[config.mk]
export PLATFORM = sky130hd
export DESIGN_NAME = ddr_init_ctrl_flat
export DESIGN_NICKNAME = d
export VERILOG_FILES = /design/src/verilog/ddr_init_pkg.sv /design/src/verilog/ddr_cmd_if.sv /design/src/verilog/ddr_init_ctrl.sv /design/src/flat_wrapper.sv
export SDC_FILE = /design/constraint.sdc
export NUM_CORES = 1
export LEC_CHECK = 0
export ABC_AREA = 1
export BUFFER_PORTS_ARGS = -buffer_cell sky130_fd_sc_hd__buf_4
export CAP_MARGIN = 20
export CORE_MARGIN = 2
export CORE_UTILIZATION = 30
export DETAILED_ROUTE_END_ITERATION = 8
export PLACE_DENSITY = 0.47
export SYNTH_ARGS = -nofsm -noshare
export SYNTH_HDL_FRONTEND = slang
export SYNTH_SLANG_ARGS = --single-unit
[constraint.sdc]
create_clock -name mclk -period 5.14 [get_ports mclk]
set_input_delay 0.514 -clock mclk [delete_from_list [all_inputs] [get_ports mclk]]
set_output_delay 0.514 -clock mclk [all_outputs]
set_load 0.05 [all_outputs]
[src/verilog/ddr_init_pkg.sv]
// Shared constants, commands and states for DRAM init and mode setup
package ddr_init_pkg;

    // ------------------------------------------------------------
    // Clock and timing
    // ------------------------------------------------------------
    localparam int CLK_PERIOD_NS = 25;
    localparam int PWRUP_WAIT_NS = 200000;
    localparam int PRECHARGE_WAIT_NS = 20;
    localparam int MODE_SET_WAIT_NS = 15;
    localparam int REFRESH_CYCLE_WAIT_NS = 120;
    localparam int DLL_LOCK_CYC = 200;

    // Least time to whole cycles, never below one
    function automatic int cyc_up(input int ns);
        int c;
        c = (ns + CLK_PERIOD_NS - 1) / CLK_PERIOD_NS;
        return (c < 1) ? 1 : c;
    endfunction

    localparam int PWRUP_CYC = cyc_up(PWRUP_WAIT_NS);
    localparam int PRECHARGE_CYC = cyc_up(PRECHARGE_WAIT_NS);
    localparam int MODE_SET_CYC = cyc_up(MODE_SET_WAIT_NS);
    localparam int REFRESH_CYC = cyc_up(REFRESH_CYCLE_WAIT_NS);

    // ------------------------------------------------------------
    // Pins and commands {cs_n, ras_n, cas_n, we_n}
    // ------------------------------------------------------------
    localparam int ADDR_W = 14;
    localparam int DQ_W = 8;
    localparam logic [3:0] CMD_DESEL = 4'hf;
    localparam logic [3:0] CMD_NOP = 4'h7;
    localparam logic [3:0] CMD_PRE = 4'h2;
    localparam logic [3:0] CMD_REF = 4'h1;
    localparam logic [3:0] CMD_MRS = 4'h0;
    localparam logic [1:0] BANK_BASE = 2'h0;
    localparam logic [1:0] BANK_EXT = 2'h1;
    localparam int AUTO_PRECHARGE_ADDR_BIT = 10;

    // ------------------------------------------------------------
    // Mode register fields
    // ------------------------------------------------------------
    localparam int BL_LSB = 0;
    localparam int BT_BIT = 3;
    localparam int CL_LSB = 4;
    localparam int MODE_LSB = 7;
    localparam logic [2:0] BL_2 = 3'h1;
    localparam logic [2:0] BL_4 = 3'h2;
    localparam logic [2:0] BL_8 = 3'h3;
    localparam logic [2:0] CL_2 = 3'h2;
    localparam logic [2:0] CL_2P5 = 3'h6;
    localparam logic [2:0] CL_3 = 3'h3;
    localparam logic [2:0] CL_4 = 3'h4;
    localparam logic [6:0] OPMODE_NORMAL = 7'h00;
    localparam logic [6:0] OPMODE_DLL_RESET = 7'h02;
    localparam int DLL_DIS_BIT = 0;
    localparam int DS_BIT = 1;
    localparam int EXT_MODE_LSB = 2;
    localparam logic [11:0] EXT_OPMODE_NORMAL = 12'h000;
    localparam logic [6:0] MODE_CFG_RESET = 7'h22;

    // ------------------------------------------------------------
    // Controller register port
    // ------------------------------------------------------------
    localparam int RADDR_W = 4;
    localparam int RDATA_W = 16;
    localparam logic [3:0] REG_CTRL = 4'h0;
    localparam logic [3:0] REG_MODE = 4'h1;
    localparam logic [3:0] REG_EXT = 4'h2;
    localparam logic [3:0] REG_STATUS = 4'h3;
    localparam int CTRL_START_BIT = 0;
    localparam int STAT_BUSY_BIT = 0;
    localparam int STAT_READY_BIT = 1;
    localparam int STAT_STATE_LSB = 8;

    typedef enum logic [4:0] {
        ST_IDLE = 5'h00,
        ST_PWRUP = 5'h01,
        ST_CKE_NOP = 5'h02,
        ST_PRE1 = 5'h03,
        ST_WAIT_RP1 = 5'h04,
        ST_EMRS = 5'h05,
        ST_WAIT_MRD1 = 5'h06,
        ST_MRS_RST = 5'h07,
        ST_WAIT_MRD2 = 5'h08,
        ST_PRE2 = 5'h09,
        ST_WAIT_RP2 = 5'h0a,
        ST_REF1 = 5'h0b,
        ST_WAIT_RFC1 = 5'h0c,
        ST_REF2 = 5'h0d,
        ST_WAIT_RFC2 = 5'h0e,
        ST_MRS_CLR = 5'h0f,
        ST_WAIT_MRD3 = 5'h10,
        ST_DLL_WAIT = 5'h11,
        ST_READY = 5'h12
    } init_state_e;

endpackage

[src/verilog/ddr_cmd_if.sv]
// Command, address and data pins between controller and DRAM
`timescale 1ns/1ps
interface ddr_cmd_if;
    logic cke;
    logic cs_n;
    logic ras_n;
    logic cas_n;
    logic we_n;
    logic [1:0] bank;
    logic [ddr_init_pkg::ADDR_W-1:0] addr;
    logic [ddr_init_pkg::DQ_W-1:0] dq_o;
    logic dq_oe;
    logic dqs_o;
    logic dqs_oe;

    modport ctrl (
        output cke, cs_n, ras_n, cas_n, we_n, bank, addr,
        input dq_o, dq_oe, dqs_o, dqs_oe
    );
    modport dram (
        input cke, cs_n, ras_n, cas_n, we_n, bank, addr,
        output dq_o, dq_oe, dqs_o, dqs_oe
    );
endinterface

[src/verilog/ddr_init_ctrl.sv]
// Controller end: power-up and mode setup sequencer with register port
// What this block and ddr_mode_dram do
// - Hold clock enable low during power-up
// - Wait 200 us after stable clock
// - Raise clock enable, then idle commands
// - Precharge all, then precharge wait
// - Write extended register, DLL enabled, wait
// - Write base register with DLL reset, wait
// - Second precharge all, then precharge wait
// - Two refreshes, each with refresh wait
// - Write base register, DLL reset cleared
// - 200 high-enable cycles after DLL reset
// - Burst length codes 2, 4, 8
// - Bit 3 picks sequential or interleaved
// - CAS latency codes in bits 6..4
// - Operating mode: normal or DLL reset
// - Burst order from length, type, start
// - Sequential adds, interleaved XORs step count
// - Low column bits pick first access
// - Burst wraps inside its aligned block
// - Extended bit0 DLL, bit1 drive strength
// - Extended bits 13..2 written as zero
// - Bank bits select base or extended
// - Precharge with address bit 10 closes all
//
// The plain strobed port and the address map were chosen for this implementation.
`timescale 1ns/1ps
module ddr_init_ctrl #(
    parameter int PWRUP_CYC = ddr_init_pkg::PWRUP_CYC
) (
    input wire logic mclk,
    input wire logic resetn,
    ddr_cmd_if.ctrl mem,
    input wire logic [ddr_init_pkg::RADDR_W-1:0] reg_addr,
    input wire logic [ddr_init_pkg::RDATA_W-1:0] reg_wdata,
    input wire logic reg_wr,
    input wire logic reg_rd,
    output logic [ddr_init_pkg::RDATA_W-1:0] reg_rdata,
    output logic init_done
);

    // ------------------------------------------------------------
    // State
    // ------------------------------------------------------------
    typedef struct packed {
        ddr_init_pkg::init_state_e st;
        logic [13:0] cnt;
        logic [7:0] dll_cnt;
        logic cke;
        logic [3:0] cmd;
        logic [1:0] bank;
        logic [13:0] addr;
        logic [6:0] mode_cfg;
        logic ds;
        logic [15:0] rdata;
    } ctl_s;

    ctl_s q;
    ctl_s d;

    localparam logic [13:0] PWRUP_LOAD = 14'(PWRUP_CYC - 1);
    localparam logic [13:0] RP_LOAD = 14'(ddr_init_pkg::PRECHARGE_CYC - 1);
    localparam logic [13:0] MRD_LOAD = 14'(ddr_init_pkg::MODE_SET_CYC - 1);
    localparam logic [13:0] RFC_LOAD = 14'(ddr_init_pkg::REFRESH_CYC - 1);
    localparam logic [7:0] DLL_LOAD = 8'(ddr_init_pkg::DLL_LOCK_CYC);

    // Where a finished wait goes next
    function automatic ddr_init_pkg::init_state_e after_wait(
        input ddr_init_pkg::init_state_e s);
        ddr_init_pkg::init_state_e n;
        n = ddr_init_pkg::ST_IDLE;
        unique case (s)
            ddr_init_pkg::ST_PWRUP: n = ddr_init_pkg::ST_CKE_NOP;
            ddr_init_pkg::ST_WAIT_RP1: n = ddr_init_pkg::ST_EMRS;
            ddr_init_pkg::ST_WAIT_MRD1: n = ddr_init_pkg::ST_MRS_RST;
            ddr_init_pkg::ST_WAIT_MRD2: n = ddr_init_pkg::ST_PRE2;
            ddr_init_pkg::ST_WAIT_RP2: n = ddr_init_pkg::ST_REF1;
            ddr_init_pkg::ST_WAIT_RFC1: n = ddr_init_pkg::ST_REF2;
            ddr_init_pkg::ST_WAIT_RFC2: n = ddr_init_pkg::ST_MRS_CLR;
            ddr_init_pkg::ST_WAIT_MRD3: n = ddr_init_pkg::ST_DLL_WAIT;
            default: n = ddr_init_pkg::ST_IDLE;
        endcase
        return n;
    endfunction

    logic start;
    logic [13:0] base_word;

    assign start = reg_wr && (reg_addr == ddr_init_pkg::REG_CTRL)
        && reg_wdata[ddr_init_pkg::CTRL_START_BIT];
    assign base_word = {ddr_init_pkg::OPMODE_NORMAL, q.mode_cfg};

    // ------------------------------------------------------------
    // Next state
    // ------------------------------------------------------------
    always_comb begin
        d = q;
        d.cmd = ddr_init_pkg::CMD_NOP;
        d.bank = '0;
        d.addr = '0;
        d.rdata = '0;
        if (q.cke && q.dll_cnt != 8'h00) begin
            d.dll_cnt = q.dll_cnt - 8'h01;
        end
        if (reg_wr && reg_addr == ddr_init_pkg::REG_MODE) begin
            d.mode_cfg = reg_wdata[6:0];
        end
        if (reg_wr && reg_addr == ddr_init_pkg::REG_EXT) begin
            d.ds = reg_wdata[ddr_init_pkg::DS_BIT];
        end
        if (reg_rd) begin
            unique case (reg_addr)
                ddr_init_pkg::REG_MODE: d.rdata = {9'h000, q.mode_cfg};
                ddr_init_pkg::REG_EXT: d.rdata = {14'h0000, q.ds, 1'b0};
                ddr_init_pkg::REG_STATUS: begin
                    d.rdata[ddr_init_pkg::STAT_BUSY_BIT] =
                        (q.st != ddr_init_pkg::ST_IDLE)
                        && (q.st != ddr_init_pkg::ST_READY);
                    d.rdata[ddr_init_pkg::STAT_READY_BIT] =
                        (q.st == ddr_init_pkg::ST_READY);
                    d.rdata[ddr_init_pkg::STAT_STATE_LSB +: 5] = q.st;
                end
                default: d.rdata = '0;
            endcase
        end
        unique case (q.st)
            ddr_init_pkg::ST_IDLE, ddr_init_pkg::ST_READY: begin
                if (start) begin
                    d.st = ddr_init_pkg::ST_PWRUP;
                    d.cke = 1'b0;
                    d.cnt = PWRUP_LOAD;
                    d.dll_cnt = '0;
                end
                if (start || q.st == ddr_init_pkg::ST_IDLE) begin
                    d.cmd = ddr_init_pkg::CMD_DESEL;
                end
            end
            ddr_init_pkg::ST_PWRUP, ddr_init_pkg::ST_WAIT_RP1,
            ddr_init_pkg::ST_WAIT_MRD1, ddr_init_pkg::ST_WAIT_MRD2,
            ddr_init_pkg::ST_WAIT_RP2, ddr_init_pkg::ST_WAIT_RFC1,
            ddr_init_pkg::ST_WAIT_RFC2, ddr_init_pkg::ST_WAIT_MRD3: begin
                if (q.st == ddr_init_pkg::ST_PWRUP) begin
                    d.cmd = ddr_init_pkg::CMD_DESEL;
                end
                if (q.cnt == 14'h0000) begin
                    d.st = after_wait(q.st);
                end else begin
                    d.cnt = q.cnt - 14'h0001;
                end
            end
            ddr_init_pkg::ST_CKE_NOP: begin
                d.cke = 1'b1;
                d.st = ddr_init_pkg::ST_PRE1;
            end
            ddr_init_pkg::ST_PRE1, ddr_init_pkg::ST_PRE2: begin
                d.cmd = ddr_init_pkg::CMD_PRE;
                d.addr[ddr_init_pkg::AUTO_PRECHARGE_ADDR_BIT] = 1'b1;
                d.cnt = RP_LOAD;
                d.st = (q.st == ddr_init_pkg::ST_PRE1)
                    ? ddr_init_pkg::ST_WAIT_RP1 : ddr_init_pkg::ST_WAIT_RP2;
            end
            ddr_init_pkg::ST_EMRS: begin
                d.cmd = ddr_init_pkg::CMD_MRS;
                d.bank = ddr_init_pkg::BANK_EXT;
                d.addr = {ddr_init_pkg::EXT_OPMODE_NORMAL, q.ds, 1'b0};
                d.cnt = MRD_LOAD;
                d.st = ddr_init_pkg::ST_WAIT_MRD1;
            end
            ddr_init_pkg::ST_MRS_RST: begin
                d.cmd = ddr_init_pkg::CMD_MRS;
                d.bank = ddr_init_pkg::BANK_BASE;
                d.addr = {ddr_init_pkg::OPMODE_DLL_RESET, q.mode_cfg};
                d.dll_cnt = DLL_LOAD;
                d.cnt = MRD_LOAD;
                d.st = ddr_init_pkg::ST_WAIT_MRD2;
            end
            ddr_init_pkg::ST_REF1, ddr_init_pkg::ST_REF2: begin
                d.cmd = ddr_init_pkg::CMD_REF;
                d.cnt = RFC_LOAD;
                d.st = (q.st == ddr_init_pkg::ST_REF1)
                    ? ddr_init_pkg::ST_WAIT_RFC1 : ddr_init_pkg::ST_WAIT_RFC2;
            end
            ddr_init_pkg::ST_MRS_CLR: begin
                d.cmd = ddr_init_pkg::CMD_MRS;
                d.bank = ddr_init_pkg::BANK_BASE;
                d.addr = base_word;
                d.cnt = MRD_LOAD;
                d.st = ddr_init_pkg::ST_WAIT_MRD3;
            end
            ddr_init_pkg::ST_DLL_WAIT: begin
                if (q.dll_cnt == 8'h00) begin
                    d.st = ddr_init_pkg::ST_READY;
                end
            end
            default: d.st = ddr_init_pkg::ST_IDLE;
        endcase
    end

    always_ff @(posedge mclk) begin
        if (!resetn) begin
            q <= '{st: ddr_init_pkg::ST_IDLE, cnt: 14'h0000, dll_cnt: 8'h00,
                cke: 1'b0, cmd: ddr_init_pkg::CMD_DESEL, bank: 2'h0,
                addr: 14'h0000, mode_cfg: ddr_init_pkg::MODE_CFG_RESET,
                ds: 1'b0, rdata: 16'h0000};
        end else begin
            q <= d;
        end
    end

    // ------------------------------------------------------------
    // Outputs
    // ------------------------------------------------------------
    assign mem.cke = q.cke;
    assign mem.cs_n = q.cmd[3];
    assign mem.ras_n = q.cmd[2];
    assign mem.cas_n = q.cmd[1];
    assign mem.we_n = q.cmd[0];
    assign mem.bank = q.bank;
    assign mem.addr = q.addr;
    assign reg_rdata = q.rdata;
    assign init_done = (q.st == ddr_init_pkg::ST_READY);

endmodule // ddr_init_ctrl

[src/flat_wrapper.sv]
// flat-port wrapper written by rule: the top's interface ports become plain ports
module ddr_init_ctrl_flat 
#(
    parameter int PWRUP_CYC = ddr_init_pkg::PWRUP_CYC
)
  (mclk, resetn, reg_addr, reg_wdata, reg_wr, reg_rd, reg_rdata, init_done, mem_cke, mem_cs_n, mem_ras_n, mem_cas_n, mem_we_n, mem_bank, mem_addr, mem_dq_o, mem_dq_oe, mem_dqs_o, mem_dqs_oe);
  ddr_cmd_if mem_i ();
  input wire logic mclk;
  input wire logic resetn;
  input wire logic [ddr_init_pkg::RADDR_W-1:0] reg_addr;
  input wire logic [ddr_init_pkg::RDATA_W-1:0] reg_wdata;
  input wire logic reg_wr;
  input wire logic reg_rd;
  output logic [ddr_init_pkg::RDATA_W-1:0] reg_rdata;
  output logic init_done;
  output wire logic [$bits(mem_i.cke)-1:0] mem_cke;
  output wire logic [$bits(mem_i.cs_n)-1:0] mem_cs_n;
  output wire logic [$bits(mem_i.ras_n)-1:0] mem_ras_n;
  output wire logic [$bits(mem_i.cas_n)-1:0] mem_cas_n;
  output wire logic [$bits(mem_i.we_n)-1:0] mem_we_n;
  output wire logic [$bits(mem_i.bank)-1:0] mem_bank;
  output wire logic [$bits(mem_i.addr)-1:0] mem_addr;
  input wire logic [$bits(mem_i.dq_o)-1:0] mem_dq_o;
  input wire logic [$bits(mem_i.dq_oe)-1:0] mem_dq_oe;
  input wire logic [$bits(mem_i.dqs_o)-1:0] mem_dqs_o;
  input wire logic [$bits(mem_i.dqs_oe)-1:0] mem_dqs_oe;
  assign mem_cke = mem_i.cke;
  assign mem_cs_n = mem_i.cs_n;
  assign mem_ras_n = mem_i.ras_n;
  assign mem_cas_n = mem_i.cas_n;
  assign mem_we_n = mem_i.we_n;
  assign mem_bank = mem_i.bank;
  assign mem_addr = mem_i.addr;
  assign mem_i.dq_o = mem_dq_o;
  assign mem_i.dq_oe = mem_dq_oe;
  assign mem_i.dqs_o = mem_dqs_o;
  assign mem_i.dqs_oe = mem_dqs_oe;
  ddr_init_ctrl #(.PWRUP_CYC(PWRUP_CYC)) u_core (.mclk(mclk), .resetn(resetn), .mem(mem_i), .reg_addr(reg_addr), .reg_wdata(reg_wdata), .reg_wr(reg_wr), .reg_rd(reg_rd), .reg_rdata(reg_rdata), .init_done(init_done));
endmodule
==> run metrics, run 1 <==
Arr. time, crit path approximately 2800 ps; Main synth FF type dfxtp_1; Vias 2777; worst vdd ir between 0.15 and 0.2 mV; Leakage Power between 0.0015 and 0.002 uW; CP Capture Type register; cells on worst reg2reg path 9; Setup CP Type reg -> reg; TNS Setup 0 ps; Tcrit/Tclk final 0.501; Rel. slew slack 0.667; clock skew roughly 10 ps; clk slew on worst S/H paths 70 ps; Seq/Total Area, Yosys 0.402; post-synthesis register bit count 67; drt drc 0; CP Launch Type register; endpoints failing hold 0; syn_area_per_cell approximately 7.4 sq um; root buf cell clkbuf_8; Post-synth EDFFs 0; Power Total 2280 uW; Max Root-Sink Buffers 2; largest net degree at the start of global routing 36; Net count, final 511; Max Slew Vio Count 0; post-synthesis cell area ~3300 sq um; top cells by count, synth 75 x nand2_1, 67 x dfxtp_1, 61 x nor2_1; fraction of registers with async set/reset 0; fin crit period 2580 ps; First-pass DRT Iterations 4; Worst-Skew Late Latency 340 ps; max-cap check violation count 0; RSZ-0062 raised after global routing false; Synth Warn # 0; global-route wire length before repair ~12000 um; CTS HTree Levels 3; worst slew pin tran just under 500 ps; r2r setup slk about 2600 ps; P&R area growth vs syn 12.6%; antenna violations before repair 0; Hold Path Origin reg_wdata[1]; Final HPWL DP 5380 um; initial drt markers about 150; Max Fclk ~390 MHz; Sink Count 67; hold-fix buffers at CTS 0; min-delay worst type in -> reg; Resize count post-CTS 0; multi-input logic area ~1500 sq um; Avg WL per Cell around 12 um; total grt overflow 0; share of cells above drive strength 1 0.189; status finished clean; # port buffers 42; Synth cell types 37; Filler Cell Count approximately 1.1k; CP Data Required Time 5370 ps; Total GRT Usage 0.130; WHS Endpoint u_core.base_word[1]; area leader, netlist dfxtp_1; synth top area cells dfxtp_1 40%, nand2_1 8.4%, buf_4 7.2%; Antenna Nets Post-Route 0; Post-Syn Instances around 450; global placer's final weighted congestion around 0.87; vias per cell ~4.5; reg2reg start u_core.q[69]; row cnt 38; worst hold stages 3; register area between 1000 and 1500 sq um; Util after Layout 0.346; Pwr Density slightly above 600 nW/um^2; diodes inserted 0; core area 10800 sq um; total CTS buffers 9; reg2reg end u_core.q[54]; vias in the first global route roughly 2.6k; final WL 7480 um; Final setup viols 0; post-synth top area share 0.402; area of the die 12000 sq um; Die Ht about 110 um; Setup Fix Bufs, Post-CTS 0; most numerous cell in the Yosys netlist nand2_1; CP max FO 17; CTS tree done; Die Wd around 110 um; Initial Util 0.307; IO Count 73
[worst max-delay path, stage by stage, from the launching register on]
cell	delay, ps
dfxtp_1	580
nor2_4	130
nand3_1	110
nand3_2	360
inv_2	310
o21ai_2	110
a21oi_4	410
nand2_1	130
inv_1	210
a21oi_1	100
[cells in the final DEF, fill, tap and decap left out, types with 13 or more instances in the layout]
cell type / instances
nor3_1: 13
dfxtp_1: 67
nand2_1: 75
nand3_1: 25
a21oi_1: 24
buf_4: 42
nor2_1: 61
inv_1: 46
o21ai_0: 23
[metrics by stage]
| stage | hold WS [ps] | area [sq um] | cells | worst slack (ps) |
|---|---|---|---|---|
| after CTS | 386 | 3750 | 617 | 2540 |
| after global routing | 389 | 3750 | 617 | 2350 |
| after floorplan | 428 | 3370 | 460 | 3300 |
| after global placement | 450 | 3560 | 601 | 2550 |
| after detailed placement | 459 | 3560 | 601 | 2550 |
| final | 399 | 3750 | 617 | 2560 |
[registers in the layout, indices dropped and copies added (netlist names), named ones only]
register / count
u_core.mem.cs_n: 1
u_core.base_word: 7
u_core.mem.cke: 1
u_core.mem.cas_n: 1
u_core.mem.ras_n: 1
u_core.mem.we_n: 1
u_core.q: 28
u_core.reg_rdata: 12
u_core.mem.bank: 1
u_core.mem.addr: 9
[worst max-delay path by stage]
| stage | startpoint | to | cells past startpoint |
|---|---|---|---|
| after CTS | u_core.q[69] | u_core.q[54] | 9 |
| after floorplan | reg_addr[3] | register | 13 |
| after global routing | u_core.q[69] | u_core.q[55] | 9 |
| final | u_core.q[69] | u_core.q[54] | 9 |
| after global placement | u_core.q[69] | u_core.q[54] | 9 |
| after detailed placement | u_core.q[69] | u_core.q[54] | 9 |
[logic make-up (layout without fill, tap and decap cells)]
group                    Yosys count  count (layout)  share of synthesized area
AO/OA/AOI/OAI                     65              65                      0.110
XOR/XNOR                          11              11                     0.0289
adder cells (fa/ha/maj)            4               4                     0.0150
buffers and inverters             95             112                      0.150
flip-flops                        67              67                      0.402
other                              1              10                    0.00113
AND/OR/NAND/NOR                  208             208                      0.293
[cell type report]
type	count	area share
Inverter	54	0.0540
Multi-Input combinational cell	298	0.406
Tap cell	140	0.0467
Timing Repair Buffer	42	0.0840
Clock inverter	5	0.0140
Sequential cell	67	0.357
Clock buffer	11	0.0377
[per-layer routing]
layer	part of all wire	global-route usage
met1	0.49	0.168
met2	0.44	0.193
met3	0.051	0.0320
met4	0.022	0.0841
met5	0	0
[where the power goes]
part           leakage [uW]  internal [uW]  switching [uW]
Sequential         0.000543            604            82.6
Combinational       0.00108            384             768
Clock             0.0000991            235             203
No activity file was read; power rests on OpenSTA's default activity.
==> inputs of run 2 (changes only) <==
clock period = 2.7 ns   (was 5.14 ns; I/O delays follow)
==> run 2 against run 1 <==
Critical path depth rose by 3. Via count fell by 1.0%. First-iteration DRC count fell by 1.4%. Maximum frequency rose by 24%. Sequential power rose by 91%. Final cell count rose by 0.65%. Critical path type unchanged.
==> run metrics, run 2 (same netlist as run 1, synthesis figures left out) <==
Hold Path Origin reg_wdata[1]; most frequent cells in the layout 75 x nand2_1, 67 x dfxtp_1, 61 x nor2_1; max-cap check violation count 0; Setup Fix Bufs, Post-CTS 0; largest net degree at the start of global routing 36; drt drc 0; Die Ht about 110 um; CTS tree done; Crit. Startpoint u_core.q[69]; worst vdd ir between 0.3 and 0.4 mV; hold-fix buffers at CTS 0; Arr. time, crit path 2300 ps; max layer used met4; CP Launch Type register; endpoints failing hold 0; vias in the first global route between 2k and 3k; total CTS buffers 9; initial drt markers between 100 and 150; vias per cell approximately 4.4; # port buffers 42; total grt overflow 0; Die Wd 109 um; antenna violations before repair 0; clock skew 6.95 ps; worst hold stages 3; Tcrit/Tclk final 0.767; diodes inserted 0; IO Count 73; Power Total 4480 uW; TNS Setup 0 ps; Detail Route met2 WL around 3300 um; Sink Count between 60 and 70; Filler Cell Count 1187; Setup CP Type reg -> reg; fin crit period around 2100 ps; Antenna Nets Post-Route 0; CP max FO 8; Initial Util 0.307; Biggest register u_core.q; CTS HTree Levels 3; status finished clean; Max Root-Sink Buffers 2; P&R area growth vs syn 14.2%; global-route wire length before repair ~12000 um; CP Cell Sequence inv_1, nor2_1, nand2_1, nand2_1, nor2_1, nand2_2, nor2_4, a21oi_4, buf_4, nand2_1, xor2_1, nor2_1; Avg WL per Cell 11.8 um; root buf cell clkbuf_8; Pwr Density between 1000 and 1500 nW/um^2; core area 10800 sq um; Leakage Power ~0.0017 uW; Vias between 2k and 3k; r2r setup slk 630 ps; global placer's final weighted congestion roughly 0.85; Critical Path Max Stage Delay 580 ps; Met3 Wirelength a little under 300 um; WHS Endpoint u_core.base_word[1]; row cnt 38; CP Capture Type register; Max Fclk around 480 MHz; Net count, final between 500 and 600; final WL approximately 7300 um; Inst Count DP approximately 610; Max Slew Vio Count 0; max reg flops 28; wl on met1 between 3000 and 4000 um; RSZ-0062 raised after global routing false; Worst-Skew Late Latency about 340 ps; Resize count post-CTS 0; cells on worst reg2reg path 12; commonest non-fill, non-tap cell in the layout nand2_1; Total GRT Usage 0.130; Final setup viols 0; Final HPWL DP ~5400 um; reg2reg end u_core.q[59]; area of the die about 12000 sq um; Slowest cell on crit path dfxtp_1; min-delay worst type in -> reg; reg2reg start u_core.q[69]; share of cells above drive strength 1 0.198; Non-Filler Instances between 600 and 700; clk slew on worst S/H paths roughly 70 ps; CP Data Required Time approximately 2900 ps; First-pass DRT Iterations 4
## run 2: cell count changes in the layout (fill, tap and decap cells not counted)
cell        change
buf_4           +4
clkinvlp_4      +2
clkinv_2        -1
clkbuf_8        -1
bufinv_16       +1
clkbuf_1        -1
## run 2: final cells by class
cell class | count | area, sq um | area share
clock buffer | 9 | 124 | 0.0325
clock inverter | 7 | 92.6 | 0.0243
inverter | 54 | 203 | 0.0533
multi-input combinational | 298 | 1530 | 0.401
sequential | 67 | 1340 | 0.352
tap | 140 | 175 | 0.0460
timing repair buffer | 46 | 345 | 0.0907
## run 2: worst max-delay path by stage
stage,slack [ps],end,cells after the start
2_1_floorplan,1040,register,12
3_3_place_gp,640,u_core.q[59],12
3_5_place_dp,630,u_core.q[59],12
4_1_cts,600,u_core.q[59],12
5_1_grt,400,u_core.q[59],12
6_report,630,u_core.q[59],12
## run 2: stage by stage
stage          worst slack [ps]  hold slack (ps)   util  instance area [sq um]
2_1_floorplan              1040              383      -                   3370
3_3_place_gp                639              449  0.331                   3590
4_1_cts                     599              125  0.351                   3810
3_5_place_dp                632              451  0.331                   3590
5_1_grt                     404              139  0.351                   3810
6_report                    629              151  0.351                   3810
## run 2: where the power goes
part           leakage (uW)  switching, uW  internal (uW)  total (uW)
Combinational       0.00110           1460            811        2270
Sequential         0.000543            156           1150        1310
Clock              0.000101            392            516         908
## run 2: routing by layer
layer / GRT usage / up-vias
met2: 0.195 / 53
li1: - / 1455
met1: 0.171 / 1236
met3: 0.0314 / 4
met5: 0 / -
met4: 0.0687 / 0
## run 2: critical path: cells and delay by family, from the launching register on
family                 cells  cell delay, ps
XOR/XNOR                   1             140
AND/OR/NAND/NOR            8             750
flip-flops                 1             580
AO/OA/AOI/OAI              1             210
buffers and inverters      2             300
==> inputs of run 3 (changes only) <==
ABC_AREA = 0   (was 1)
clock period = 2 ns   (was 2.7 ns; I/O delays follow)
==> run 3 against run 2 <==
Final area grew 27%. Clock skew rose by 1.9 ps. Die area rose by 5.4%. The flow now finishes with violations (setup timing). Clock-buffer cell count stayed put.
==> run metrics, run 3 <==
status finished, violations left; violated checks setup timing; diodes inserted 0; total grt overflow 0; core area between 10000 and 15000 sq um; Max Slew Vio Count 0; area of the die 12600 sq um; cells on worst reg2reg path 8; Die Ht roughly 110 um; CTS tree done; max reg flops 28; worst hold stages 3; Final HPWL DP 6740 um; CTS HTree Levels 3; commonest non-fill, non-tap cell in the layout buf_4; min-delay worst type in -> reg; post-synthesis register bit count 67; Max Fclk approximately 460 MHz; First-pass DRT Iterations 4; Post-Syn Instances 419; antenna violations before repair 0; Leakage Power roughly 0.0021 uW; Vias 3245; endpoints failing hold 0; synth top area cells dfxtp_1 38%, buf_4 7.0%, nor2_1 4.1%; most numerous cell in the Yosys netlist dfxtp_1; clk slew on worst S/H paths approximately 60 ps; Setup CP Type reg -> reg; Tcrit/Tclk final 1.08; top cells by count, synth 67 x dfxtp_1, 38 x nor2_1, 35 x nand2_1; row cnt 39; max-cap check violation count 0; Post-synth EDFFs 0; share of cells above drive strength 1 0.359; Net count, final 550; syn_area_per_cell 8.40 sq um; final WL about 9500 um; Synth cell types 69; # port buffers 42; fraction of registers with async set/reset 0; IO Count 73; Final setup viols 18; Util after Layout 0.423; Biggest register u_core.q; Avg WL per Cell ~14 um; P&R area growth vs syn 37.1%; global-route wire length before repair roughly 16000 um; post-synthesis cell area between 3000 and 4000 sq um; Initial Util 0.308; vias per cell roughly 4.9; drt drc 0; post-synth top area share 0.381; RSZ-0062 raised after global routing true; Worst-Skew Late Latency ~340 ps; Rel. slew slack 0.666; Arr. time, crit path approximately 2400 ps; CP Data Required Time around 2300 ps; area leader, netlist dfxtp_1; total CTS buffers 9; Non-Filler Instances ~660; most frequent cells in the layout 125 x buf_4, 62 x dfxtp_1, 36 x nor2_1; worst vdd ir 0.685 mV; root buf cell clkbuf_16; CP Launch Type register; Antenna Nets Post-Route 0; Max Root-Sink Buffers 2; Pwr Density 1470 nW/um^2; Inst Count DP between 600 and 700; initial drt markers 227; fin crit period approximately 2200 ps; vias in the first global route about 3.1k; Sink Count 67; CP Capture Type register; largest net degree at the start of global routing 24; Die Wd 112 um; global placer's final weighted congestion between 0.8 and 0.9; post-route setup slack -168 ps; Total GRT Usage 0.155; Main synth FF type dfxtp_1; design area between 4000 and 5000 sq um; Seq/Total Area, Yosys 0.381; clock skew a little under 9 ps; worst slew pin tran 500 ps; Area after DPL about 4400 sq um; CP max FO 5; Synth Warn # 0
-- run 3: cell count changes in the layout (fill, tap and decap cells not counted), sizes merged, moves of 6 or more --
cell   change
buf       +82
nand2     -49
inv       -42
nor2      -28
nand3     -21
and3      +12
and2       +9
mux2i      +8
o22ai      +7
nor2b      +6
o21ai      -6
o31ai      +6
-- run 3: final timing paths --
check,endpoint,slack [ps],start
hold / removal,u_core.base_word[5],90,reg_wdata[5]
setup / recovery,register,-170,u_core.q[62]
hold reg to reg,u_core.mem.addr[5],470,u_core.base_word[5]
setup reg to reg,register,-170,u_core.q[62]
-- run 3: layout make-up --
cell class              instances  area [sq um]
well taps                     143           179
flip-flops and latches         67          1350
repair buffers                128           972
clock inverters                 7           124
multi-input cells             293          1930
clock buffers                   9           225
inverters                      12          45.0
fillers                      1157          6590
-- run 3: layer usage --
layer | GRT usage | vias up | part of all wire
li1 | - | 1641 | -
met1 | 0.215 | 1504 | 0.48
met2 | 0.237 | 85 | 0.45
met3 | 0.0313 | 15 | 0.051
met4 | 0.0642 | 0 | 0.023
met5 | 0 | - | 0
-- run 3: metrics by stage --
step / setup TNS, ps / power [uW] / hold slack [ps] / worst slack (ps)
final: -1360 / 7120 / 85.4 / -168
after global routing: -3780 / 7580 / 86.9 / -261
after CTS: -1520 / 6970 / 79.8 / -147
after detailed placement: -2010 / 4980 / 429 / -188
after global placement: -1700 / 5000 / 421 / -162
after floorplan: -1190 / 3660 / 325 / -217
-- run 3: kinds of logic after synthesis --
family / after synthesis / share of synthesized area
buf+inv: 68 / 0.115
compound gates: 108 / 0.202
other cells: 1 / 0.00107
flops: 67 / 0.381
mux: 10 / 0.0302
simple gates: 150 / 0.229
fa+ha+maj: 5 / 0.0171
xor+xnor: 10 / 0.0249
-- run 3: repair_timing --
action | 4_1_cts | 5_1_grt
pin swaps | 4 | 2
setup buffers | 0 | 1
hold buffers | 0 | 0
resized for setup | 7 | 20
setup endpoints to repair | 22 | 30
-- run 3: power by group --
part	switching, uW	internal [uW]
registers	129	1480
logic	1840	1810
clock network	628	1230
-- run 3: critical path: stages (launching register included) --
cell       delay (ps)
dfxtp_2           310
or4_4             560
nand4bb_4         230
buf_6             140
o21ai_4            40
and2_4            170
mux2_4            300
and2_4            160
nor3b_2           150
